==> src/rtl/scpm_cfg.svh <==
`ifndef SCPM_CFG_SVH
`define SCPM_CFG_SVH
// Strap code widths and table sizes
`define SCPM_CODE_W       4
`define SCPM_BOOT_CODES   10
`define SCPM_ADDR_CODES   8
`define SCPM_FREQ_CODES   10
// Rail bus addresses
`define SCPM_ADDR_A0      8'h00
`define SCPM_ADDR_A1      8'h01
`define SCPM_ADDR_S0      8'h02
`define SCPM_ADDR_S1      8'h03
// Boot voltage codes (millivolts)
`define SCPM_MV_0         12'h000
`define SCPM_MV_800       12'h320
`define SCPM_MV_950       12'h3B6
`define SCPM_MV_1050      12'h41A
// Phase limits
`define SCPM_MAX_PHASES   2'h2
// System power readback register
`define SCPM_SYSPWR_REG   8'h0D
// Strap source current (microamps), informational for the measurement unit
`define SCPM_STRAP_UA     10
// Number of strap pins
`define SCPM_STRAP_PINS   4
`endif

==> src/rtl/scpm_pkg.sv <==
package scpm_pkg;
	// Power state command
	typedef enum logic [2:0] {
		PS_FULL  = 3'h0,
		PS_LIGHT = 3'h1,
		PS_LOW   = 3'h2,
		PS_LOWER = 3'h3,
		PS_OFF   = 3'h4
	} scpm_pstate_t;
	// Rail operating mode, one-hot
	typedef enum logic [3:0] {
		MODE_MULTI = 4'b0001,
		MODE_CCM   = 4'b0010,
		MODE_DCM   = 4'b0100,
		MODE_OFF   = 4'b1000
	} scpm_mode_t;
	// Loader sequence states, one-hot
	typedef enum logic [3:0] {
		ST_IDLE = 4'b0001,
		ST_MEAS = 4'b0010,
		ST_DEC  = 4'b0100,
		ST_DONE = 4'b1000
	} scpm_state_t;
endpackage : scpm_pkg

==> src/rtl/scpm_boot_decode.sv <==
`timescale 1ns/1ns
`include "scpm_cfg.svh"
// Boot strap code to voltages and doubler select
module scpm_boot_decode
	import scpm_pkg::*;
(
	input  wire logic [3:0]  code,       // Boot strap setting 0..9
	output logic      [11:0] bootMvA,    // Rail A boot millivolts
	output logic      [11:0] bootMvB,    // Rail B boot millivolts
	output logic      [11:0] bootMvS,    // Single rail boot millivolts
	output logic             doublerEn,  // Rail A phase doubling
	output logic             codeOk      // Code inside the table
);
	wire highPair = (code == 4'h8) || (code == 4'h9);
	wire [1:0] pairIdx = code[2:1];

	// Multi-phase rails only boot in the top two settings
	assign bootMvA = highPair ? `SCPM_MV_1050 : `SCPM_MV_0;
	assign bootMvB = bootMvA;

	// Single rail by pair of settings
	assign bootMvS = highPair ? `SCPM_MV_1050 :
		(pairIdx == 2'h0) ? `SCPM_MV_0 :
		(pairIdx == 2'h1) ? `SCPM_MV_1050 :
		(pairIdx == 2'h2) ? `SCPM_MV_950 : `SCPM_MV_800;

	// Even settings counting from one have odd zero-based codes
	assign doublerEn = code[0];
	assign codeOk    = code < 4'hA;
endmodule : scpm_boot_decode

==> src/rtl/scpm_strap_loader.sv <==
`timescale 1ns/1ns
`include "scpm_cfg.svh"
module scpm_strap_loader
	import scpm_pkg::*;
(
	input  wire logic        clk_sys,       // System clock 125 MHz
	input  wire logic        reset,         // Async reset, active high
	input  wire logic        startLoad,     // Begin power-up strap load
	output logic             measReq,       // Request strap measurement
	input  wire logic        measDone,      // Converter readings ready
	input  wire logic [3:0]  codeBoot,      // Boot strap setting
	input  wire logic [3:0]  codeAddr,      // Address strap setting
	input  wire logic [3:0]  codeFreqMulti, // Multi-phase freq setting
	input  wire logic [3:0]  codeFreqSingle,// Single rail freq setting
	input  wire logic [2:0]  powerState,    // Commanded power state
	input  wire logic [7:0]  regAddr,       // Bus register address
	input  wire logic [7:0]  sysPowerMeas,  // Measured system power
	output logic [7:0]       regRdData,     // Readback data
	output logic             regRdHit,      // Address is system power
	output logic [7:0]       addrRailA_ff,  // Rail A bus address
	output logic [7:0]       addrRailB_ff,  // Rail B bus address
	output logic [7:0]       addrRailS_ff,  // Single rail bus address
	output logic             pinIsSysPwr_ff,// Shared pin is power input
	output logic [1:0]       maxPhasesA_ff, // Rail A phase limit
	output logic [1:0]       maxPhasesB_ff, // Rail B phase limit
	output logic [11:0]      bootMvA_ff,    // Rail A boot millivolts
	output logic [11:0]      bootMvB_ff,    // Rail B boot millivolts
	output logic [11:0]      bootMvS_ff,    // Single rail boot millivolts
	output logic             doublerEn_ff,  // Rail A phase doubler on
	output logic [3:0]       freqMulti_ff,  // Shared multi-phase freq code
	output logic [3:0]       freqSingle_ff, // Single rail freq code
	output logic             cfgValid_ff,   // All straps decoded
	output logic             cfgError_ff,   // A strap code out of range
	output scpm_mode_t       modeRails_ff,  // Two-phase rail mode
	output logic [1:0]       activePh_ff    // Active phases per rail
);
	scpm_state_t state_ff;
	scpm_state_t nxt_state;
	logic [11:0] decMvA;
	logic [11:0] decMvB;
	logic [11:0] decMvS;
	logic        decDbl;
	logic        bootOk;
	// Codes copied on the measDone edge
	logic [3:0]  capBoot_ff;    // Boot code held from measDone
	logic [3:0]  capAddr_ff;    // Address code held from measDone
	logic [3:0]  capFreqM_ff;   // Multi freq code held
	logic [3:0]  capFreqS_ff;   // Single freq code held

	// Boot strap table, fed from the held code so that the latch does not
	// see the converter lines after they have gone stale
	scpm_boot_decode uBoot (
		.code      (capBoot_ff),
		.bootMvA   (decMvA),
		.bootMvB   (decMvB),
		.bootMvS   (decMvS),
		.doublerEn (decDbl),
		.codeOk    (bootOk)
	);

	// Address strap decode from the held code
	// Bit 1 swaps the two multi-phase addresses, bit 0 picks the single
	// rail address and with it the job of the shared sense pin
	// Address rows above seven set the error flag
	wire       addrOk   = capAddr_ff < 4'h8;
	wire       swapAB   = capAddr_ff[1];
	wire [7:0] decAddrA = swapAB ? `SCPM_ADDR_A1 : `SCPM_ADDR_A0;
	wire [7:0] decAddrB = swapAB ? `SCPM_ADDR_A0 : `SCPM_ADDR_A1;
	wire [7:0] decAddrS = capAddr_ff[0] ? `SCPM_ADDR_S1 :
		`SCPM_ADDR_S0;
	wire       decSysPw = ~capAddr_ff[0];
	// Out-of-range frequency codes are passed on but flagged
	wire       freqOk   = (capFreqM_ff < 4'hA) && (capFreqS_ff < 4'hA);
	wire       allOk    = bootOk && addrOk && freqOk;

	// Sequencer controls
	// measReq is decoded straight from the state, no extra flop
	wire inMeas   = state_ff == ST_MEAS;
	wire doLatch  = state_ff == ST_DEC;
	assign measReq = inMeas;

	// The converter only vouches for its codes while measDone is high, so
	// they are copied on that edge and decoded one cycle later
	wire takeCodes = inMeas && measDone;

	// Held codes, cleared with everything else
	always_ff @(posedge clk_sys or posedge reset) begin
		if (reset) begin
			capBoot_ff  <= 4'h0;
			capAddr_ff  <= 4'h0;
			capFreqM_ff <= 4'h0;
			capFreqS_ff <= 4'h0;
		end else if (takeCodes) begin
			capBoot_ff  <= codeBoot;
			capAddr_ff  <= codeAddr;
			capFreqM_ff <= codeFreqMulti;
			capFreqS_ff <= codeFreqSingle;
		end
	end

	// Next state: one load per reset, then frozen
	// DONE has no way out but reset, which is what keeps the boot
	// selection fixed once the first load has been taken
	always_comb begin
		nxt_state = state_ff;
		case (state_ff)
			ST_IDLE: if (startLoad) nxt_state = ST_MEAS;
			ST_MEAS: if (measDone) nxt_state = ST_DEC;
			ST_DEC:  nxt_state = ST_DONE;
			ST_DONE: nxt_state = ST_DONE;
			default: nxt_state = ST_IDLE;
		endcase
	end

	always_ff @(posedge clk_sys or posedge reset) begin
		if (reset) state_ff <= ST_IDLE;
		else       state_ff <= nxt_state;
	end

	// Address and pin function latch, reset gives 00h/01h/02h
	// Both multi-phase rails always allow two phases in this build
	always_ff @(posedge clk_sys or posedge reset) begin
		if (reset) begin
			addrRailA_ff   <= `SCPM_ADDR_A0;
			addrRailB_ff   <= `SCPM_ADDR_A1;
			addrRailS_ff   <= `SCPM_ADDR_S0;
			pinIsSysPwr_ff <= 1'b1;
			maxPhasesA_ff  <= `SCPM_MAX_PHASES;
			maxPhasesB_ff  <= `SCPM_MAX_PHASES;
		end else if (doLatch) begin
			addrRailA_ff   <= decAddrA;
			addrRailB_ff   <= decAddrB;
			addrRailS_ff   <= decAddrS;
			pinIsSysPwr_ff <= decSysPw;
			maxPhasesA_ff  <= `SCPM_MAX_PHASES;
			maxPhasesB_ff  <= `SCPM_MAX_PHASES;
		end
	end

	// Boot voltages, defaults follow the reset addresses
	// Before the first load the single rail sits at 02h and so boots at
	// 1.05 V, while both multi-phase rails stay at 0 V
	always_ff @(posedge clk_sys or posedge reset) begin
		if (reset) begin
			bootMvA_ff   <= `SCPM_MV_0;
			bootMvB_ff   <= `SCPM_MV_0;
			bootMvS_ff   <= `SCPM_MV_1050;
			doublerEn_ff <= 1'b0;
		end else if (doLatch) begin
			bootMvA_ff   <= decMvA;
			bootMvB_ff   <= decMvB;
			bootMvS_ff   <= decMvS;
			doublerEn_ff <= decDbl;
		end
	end

	// Frequency codes: one shared, one independent
	// Rail A and rail B take the same code; the single rail has its own
	always_ff @(posedge clk_sys or posedge reset) begin
		if (reset) begin
			freqMulti_ff  <= 4'h0;
			freqSingle_ff <= 4'h0;
		end else if (doLatch) begin
			freqMulti_ff  <= capFreqM_ff;
			freqSingle_ff <= capFreqS_ff;
		end
	end

	// Valid and error flags
	// A bad code still latches so the rails come up in a known state; the
	// error flag tells the supervisor not to trust it
	always_ff @(posedge clk_sys or posedge reset) begin
		if (reset) begin
			cfgValid_ff <= 1'b0;
			cfgError_ff <= 1'b0;
		end else if (doLatch) begin
			cfgValid_ff <= 1'b1;
			cfgError_ff <= ~allOk;
		end
	end

	// Power state to rail mode
	// Codes above the deepest state are treated as off, the safe choice
	// Mode follows the command one cycle later and needs no load first
	wire isFull  = powerState == PS_FULL;
	wire isLight = powerState == PS_LIGHT;
	wire isDcm   = (powerState == PS_LOW) || (powerState == PS_LOWER);
	wire isOff   = ~(isFull | isLight | isDcm);
	wire [3:0] nxt_mode = isFull ? MODE_MULTI :
		isLight ? MODE_CCM :
		isDcm ? MODE_DCM : MODE_OFF;
	wire [1:0] nxt_ph = isFull ? `SCPM_MAX_PHASES :
		isOff ? 2'h0 : 2'h1;

	always_ff @(posedge clk_sys or posedge reset) begin
		if (reset) begin
			modeRails_ff <= MODE_OFF;
			activePh_ff  <= 2'h0;
		end else begin
			modeRails_ff <= scpm_mode_t'(nxt_mode);
			activePh_ff  <= nxt_ph;
		end
	end

	// System power readback decode
	// Only one register of the bus map lives here; other addresses read 0
	assign regRdHit  = regAddr == `SCPM_SYSPWR_REG;
	assign regRdData = regRdHit ? sysPowerMeas : 8'h00;
endmodule : scpm_strap_loader

==> config.mk <==
export PLATFORM = sky130hd
export DESIGN_NAME = scpm_strap_loader
export DESIGN_NICKNAME = d
export VERILOG_FILES = /design/src/rtl/scpm_pkg.sv /design/src/rtl/scpm_boot_decode.sv /design/src/rtl/scpm_strap_loader.sv
export VERILOG_INCLUDE_DIRS = /design/src /design/src/rtl
export SDC_FILE = /design/constraint.sdc
export NUM_CORES = 1
export LEC_CHECK = 0
export ABC_AREA = 1
export BUFFER_PORTS_ARGS = -buffer_cell sky130_fd_sc_hd__buf_2
export CAP_MARGIN = 20
export CORE_ASPECT_RATIO = 1.75
export CORE_MARGIN = 2
export CORE_UTILIZATION = 40
export CTS_BUF_LIST = sky130_fd_sc_hd__clkbuf_8
export DETAILED_ROUTE_END_ITERATION = 16
export HOLD_SLACK_MARGIN = 0.12
export PLACE_DENSITY_LB_ADDON = 0.1
export SLEW_MARGIN = 20
export SYNTH_ARGS = -nofsm -noshare
export SYNTH_HDL_FRONTEND = slang
export SYNTH_HIERARCHICAL = 1
export SYNTH_SLANG_ARGS = --single-unit
==> constraint.sdc <==
create_clock -name clk_sys -period 5.1 [get_ports clk_sys]
set_input_delay 0.765 -clock clk_sys [delete_from_list [all_inputs] [get_ports clk_sys]]
set_output_delay 0.765 -clock clk_sys [all_outputs]
set_load 0.005 [all_outputs]
**After elaboration in Yosys (flattened, before gate mapping)**

Cells that the tools add are included.

- $lt $le $gt $ge: 4
- Equality and inequality tests: 14
- Muxes and demuxes: 17
- Bitwise operators: 4
- Reduce and logical (&&, ||, !) cells: 10

Operators by type and width:

| kind | number |
|---|---|
| $mux 12 | 3 |
| $mux 4 | 5 |
| $lt 4x4->1 const B | 4 |
| $mux 8 | 2 |
| $eq 4x4->1 const B | 3 |
| $pmux 4 s3 | 1 |
| $mux 11 | 1 |
| $eq 8x4->1 const B | 1 |
| $eq 3x2->1 const B | 2 |
| $eq 4x1->1 const B | 1 |
| $eq 4x2->1 const B | 1 |
| $eq 4x3->1 const B | 1 |
| $logic_and 1x1->1 | 4 |
| $mux 1 | 4 |
| $ne 2x2->1 const B | 2 |
| $eq 3x1->1 const B | 1 |
| $logic_not 3->1 | 1 |
| $eq 2x1->1 const B | 1 |
| $eq 2x2->1 const B | 1 |
| $logic_not 2->1 | 1 |
| $logic_or 1x1->1 | 2 |
| $mux 2 | 1 |
| $not 1->1 | 2 |
| $or 1x1->1 | 2 |
| 2 further kinds | 2 |

- Bits in registers: 86
- Bits of input ports: 39
- Output and inout port bits: 92
- Word-level logic and storage cells: 67

**Depth between registers and ports, before layout**

Gate-level depths: netlist (run 1).

- Depth in word-level cells: 5
- Mapped depth: 8
- Gate-level depth less buffers: 7

**Cells and area by module**

The synthesis (run 1) kept the hierarchy.

By module, submodules not included:

| module | instances | cells each | area an instance (um2) | seq. area each (um2) |
|---|---|---|---|---|
| scpm_strap_loader | 1 | 376 | 3273.1 | 1886.8 |
| scpm_boot_decode | 1 | 50 | 345.3 | 0.0 |

**Least setup slack after synthesis (run 1)**

OpenSTA, ideal clock, no wires.

- Path type: input port to output port
- From: in regAddr[7]
- To: out regRdData[0]
- Data arrival time: 1294 ps
- Required time: 4335 ps
- Slack: 3041 ps
- Stages on the path: 5
- Path buffers: 0
- Cells stage by stage: nor2_1 -> nand2_1 -> nor2_1 -> inv_1 -> nor2_1

- Word-level cells in the longest chain between the ends: 2

Ends and longest elaborated chain:

| element | RTL line | text |
|---|---|---|
| start: declaration | scpm_strap_loader.sv:16 | `input wire logic [7:0] regAddr,` |
| $eq 8x4->1 (no source line) | -- |  |
| net regRdHit | scpm_strap_loader.sv:19 | `output logic regRdHit,` |
| $mux 8 | scpm_strap_loader.sv:208 | `assign regRdData = regRdHit ? sysPowerMeas : 8'h00;` |
| end: declaration | scpm_strap_loader.sv:18 | `output logic [7:0] regRdData,` |

The timed path passes the listed nets, and every way through them passes these cells.

**Worst setup path after layout (run 1)**

- From: in regAddr[5]
- To: out regRdData[5]

- Word-level cells in the longest chain between the ends: 2

Ends and longest elaborated chain:

| element | RTL line |
|---|---|
| $eq 8x4->1 (no source line) | -- |
| $mux 8 | scpm_strap_loader.sv:208 |

Every way passes these cells.

==> metrics.yaml, run 1 <==
yosys-mux-area-fraction: 0
vias: 2669
nFillCells: 905
hold_viol: 0
pwr_density_cell_nw_per_um2: 491
tightest_slew_ps: 948
report.final.slew_viol_count: 0
start_util: 0.415
path_class: "input port to primary output"
synth-xor-area-share: 0
grt_max_degree: 53
rr_worst_depth: 4
dp.final_hpwl_um: 4960
leakage_nw: 2.44
die_w_um: 75.9
cts_buffers: 9
clk_pin_slew_ps: 70
cp.required_ps: 4340
synth-compound-area-share: 0.00968
power_mw: 2.01
r2r_slack_ps: 3010
fin_nets: 550
viasPerCell: 4.24
gp_congestion: 0.739
avgSynthCellArea_um2: 8.49
rsz0062_at_grt: "no"
port-buffer-count: 104
layout_commonest_cell: "nand2_1"
dr.first_iter.drc_count: 131
root_buffer: "clkbuf_8"
worst_hold_slack_ps: 384
worst_hold_path_type: "input port to asynchronous set/reset pin"
synthCells: 426
grt_overflow: 0
ant_nets: 0
start_kind: "input port"
yosys.cell_types.count: 24
cts.repair.resized: 0
seq_area_frac_synth: 0.521
clk_latency_ps: 340
synth_area_um2: 3620
grt_pass1_wl_um: 11800
drive_gt1_frac: 0.268
cp_max_fo: 8
synth_top_area_frac: 0.463
ios: 131
clkSinkCount: 75
setup_viol: 0
slew_headroom: 0.366
tns_ps: 0
cts_setup_buffers: 0
rr_endpoint: "pinIsSysPwr_ff$_DFFE_PP1N_"
cp-end-kind: "primary output"
wirelength_um: 7220
synthAdderAreaFrac: 0.0104
arrival_ps: 1500
die_area_um2: 9850
htreeDepth: 3
drc: 0
synth_warnings: 6
die_h_um: 130
r2r-start: "state_ff[0]$_DFFE_PP1P_"
drtPass1Iterations: 4
max-cap-violations: 0
fin_crit_sh: 0.444
holdBufCountCts: 0
grt_usage: 0.158
synth_area_leaders: "dfrtp_1 (46%), nand2_1 (16%), buf_4 (13%)"
peakVddDrop_uv: 173
core-area_um2: 8730
antenna_cells: 0
synthSimpleGateAreaFrac: 0.275
post_drt_wl_per_cell_um: 11.5
fmax_mhz: 441
final_cell_mix: "nand2_1 (153), buf_2 (104), dfrtp_1 (67)"
crit_start: "regAddr[5]"
finalClockSkew_ps: 9.19
area_growth_pct: 13.1
final_core_util: 0.469
grt_pass1_vias: 2464
row_count: 45
synth_area_leader_cell: "dfrtp_1"
status: "finished clean"
antenna_found_initial: 0
ys_ff_latch: 75
cts_tree: "done"
cts.path.max_buffers: 2
synth_top_family_by_area: "simple AND/OR/NAND/NOR gates"
fin_crit_ps: 2270
-- flip-flops by register name, summed over array words and instances, names as in the netlist, 3 cells and up --
| signal | count |
|---|---|
| modeRails_ff | 4 |
| capBoot_ff | 4 |
| bootMvB_ff | 12 |
| capFreqM_ff | 4 |
| state_ff | 4 |
| capFreqS_ff | 4 |
| freqSingle_ff | 4 |
| bootMvS_ff | 12 |
| capAddr_ff | 3 |
| freqMulti_ff | 4 |
| bootMvA_ff | 12 |
-- Yosys cell counts (all sizes together) --
cell type  number
a21oi           2
buf            76
clkbuf          1
conb            3
dfrtp          67
dfstp           8
ha              3
inv            28
nand2         155
nand3          52
nand3b          1
nand4           2
nor2           22
nor3            1
o21ai           5
-- power breakdown --
part	internal [mW]	total, mW	leakage [nW]	switching [mW]
combinational	0.264	0.656	1.42	0.392
sequential	0.835	0.976	0.922	0.141
clock	0.179	0.379	0.0985	0.200
total	1.28	2.01	2.44	0.732
-- cells by family after synthesis --
logic type / Yosys count
adders and majority gates: 3
DFF: 75
AOI/OAI and AO/OA: 7
and+or+nand+nor: 233
other: 3
buffers and inverters: 105
-- worst max-delay path, cell delays in order --
cell and delay (ps):
buf_2 90, nor2_1 90, nand2_1 50, nor2_1 130
inv_1 140, nor2_1 110, buf_2 120
-- stage by stage --
stage               cell area, um2  worst slack, ps  instances
global placement              3920             2410        613
detailed placement            3920             2350        613
floorplan                     3770             2440        467
CTS                           4070             2350        628
global route                  4090             2650        629
finish                        4090             2830        629
-- cell type report --
| type | count | area [um2] | share of cell area |
|---|---|---|---|
| Multi-Input combinational cell | 287 | 1240 | 0.302 |
| Tap cell | 117 | 146 | 0.0358 |
| Clock buffer | 10 | 138 | 0.0336 |
| Sequential cell | 75 | 1890 | 0.461 |
| Timing Repair Buffer | 107 | 556 | 0.136 |
| Clock inverter | 5 | 18.8 | 0.00459 |
| Inverter | 28 | 109 | 0.0266 |
-- layer usage --
layer  vias to the layer above  wire length [um]  track usage
li1                       1375                 -            -
met1                      1194              2990        0.190
met2                        93              3710        0.256
met3                         7               415       0.0525
met4                         0               105       0.0619
met5                         -                 0            0
-- how the worst max path moves through the flow --
stage / end / slack (ps) / cells past startpoint
2_1_floorplan: activePh_ff[0]$_DFF_PP0_ / 2440 / 1
3_3_place_gp: addrRailB_ff[0]$_DFFE_PP1N_ / 2410 / 3
3_5_place_dp: pinIsSysPwr_ff$_DFFE_PP1N_ / 2350 / 3
4_1_cts: pinIsSysPwr_ff$_DFFE_PP1N_ / 2350 / 3
5_1_grt: regRdData[7] / 2650 / 7
6_report: regRdData[5] / 2830 / 7
Power figures use the tool's default switching activity.
==> run 2: changes to the inputs <==
==> constraint.sdc (replaced) <==
create_clock -name clk_sys -period 2.4 [get_ports clk_sys]
set_input_delay 0.36 -clock clk_sys [delete_from_list [all_inputs] [get_ports clk_sys]]
set_output_delay 0.36 -clock clk_sys [all_outputs]
set_load 0.005 [all_outputs]
==> metrics.yaml, run 2 (synthesized netlist as in run 1, its figures left out) <==
status: "finished clean"
worst_hold_slack_ps: 183
vias: 2752
start_util: 0.415
cp.required_ps: 2040
report.final.slew_viol_count: 0
cp-end-kind: "primary output"
setup_viol: 0
grt_overflow: 0
die_h_um: 130
grt_max_degree: 76
finalClockSkew_ps: 8.94
hold_viol: 0
path_class: "register to primary output"
area_growth_pct: 15.3
fmax_mhz: 620
pre_cts_ws_ps: 927
dp.final_hpwl_um: 5070
wirelength_um: 7380
setup_slack_ps: 788
clk_pin_slew_ps: 80
die_area_um2: 9850
fin_crit_sh: 0.672
htreeDepth: 3
drtPass1Iterations: 4
dpl-instance-area_um2: 3950
fin_nets: 554
dr.first_iter.drc_count: 115
rr_worst_depth: 5
arrival_ps: 1250
viasPerCell: 4.35
design_area_um2: 4170
ant_nets: 0
start_kind: "register"
pwr_density_cell_nw_per_um2: 1070
grt_usage: 0.162
gp_congestion: 0.728
root_buffer: "clkbuf_8"
core-area_um2: 8730
r2r_slack_ps: 970
fin_cells: 633
rsz0062_at_grt: "no"
rr_endpoint: "addrRailB_ff[0]$_DFFE_PP1N_"
max-cap-violations: 0
cts.path.max_buffers: 2
cts_tree: "done"
r2r-start: "state_ff[0]$_DFFE_PP1P_"
grt_pass1_wl_um: 12100
drc: 0
port-buffer-count: 104
tns_ps: 0
crit_start: "state_ff[0]$_DFFE_PP1P_"
drive_gt1_frac: 0.279
slew_headroom: 0.654
largestRegisters: "bootMvA_ff x12, bootMvB_ff x12, bootMvS_ff x12"
dp.cells: 616
die_w_um: 75.9
power_mw: 4.47
cts_buffers: 9
row_count: 45
crit_end: "measReq"
antenna_found_initial: 0
layout_commonest_cell: "nand2_1"
cp_max_fo: 4
clkSinkCount: 75
clk_latency_ps: 350
grt_pass1_vias: 2685
fin_crit_ps: 1610
ios: 131
final_cell_mix: "nand2_1 (153), buf_2 (104), dfrtp_1 (67)"
post_drt_wl_per_cell_um: 11.7
leakage_nw: 2.46
worst_hold_path_type: "input port to register"
antenna_cells: 0
peakVddDrop_uv: 467
final_core_util: 0.478
tightest_slew_ps: 519
==> run 2: cell types whose count changed in the layout (fill, tap and decap cells not counted) <==
cell | before | now
inv_1 | 29 | 24
buf_4 | 2 | 4
clkinvlp_4 | 0 | 2
dlygate4sd3_1 | 0 | 2
bufinv_16 | 0 | 1
clkbuf_8 | 10 | 11
clkinv_2 | 1 | 2
==> run 2: how the worst min path moves through the flow <==
stage,from,endpoint,slack [ps],depth (start not counted)
global route,powerState[1],modeRails_ff[0]$_DFF_PP0_,170,2
global placement,capAddr_ff[1]$_DFFE_PP0P_,addrRailB_ff[0]$_DFFE_PP1N_,440,1
floorplan,capAddr_ff[1]$_DFFE_PP0P_,addrRailB_ff[0]$_DFFE_PP1N_,410,1
detailed placement,capAddr_ff[1]$_DFFE_PP0P_,addrRailB_ff[0]$_DFFE_PP1N_,440,1
CTS,powerState[1],modeRails_ff[0]$_DFF_PP0_,160,2
finish,powerState[1],modeRails_ff[0]$_DFF_PP0_,180,2
==> run 2: power breakdown <==
part	internal (mW)	leakage (nW)	switching, mW	total, mW
registers	1.77	0.922	0.303	2.08
logic	0.564	1.44	0.834	1.40
clock network	0.529	0.0974	0.462	0.991
==> run 2: worst max-delay path, stage by stage (launching register included) <==
cell and delay [ps]:
dfstp_2 610, nor2_4 70, nand2_1 70, inv_1 40, buf_2 110
==> run 2: per-layer routing <==
layer / GRT usage / routed length, um / up-vias
li1: - / - / 1378
met1: 0.181 / 2940 / 1256
met2: 0.275 / 3830 / 101
met3: 0.0347 / 413 / 17
met4: 0.0949 / 206 / 0
met5: 0 / 0 / -
==> run 2: layout make-up <==
cell class	instances	area, um2
clock buffers	11	151
clock inverters	4	50.0
fillers	874	4560
inverters	28	109
multi-input cells	287	1240
flip-flops and latches	75	1890
well taps	117	146
repair buffers	111	591
==> run 2: timing repair <==
action,CTS,global route
hold buffers,2,0
setup buffers,0,0
endpoints found under the hold margin,68,0
resized for setup,0,0
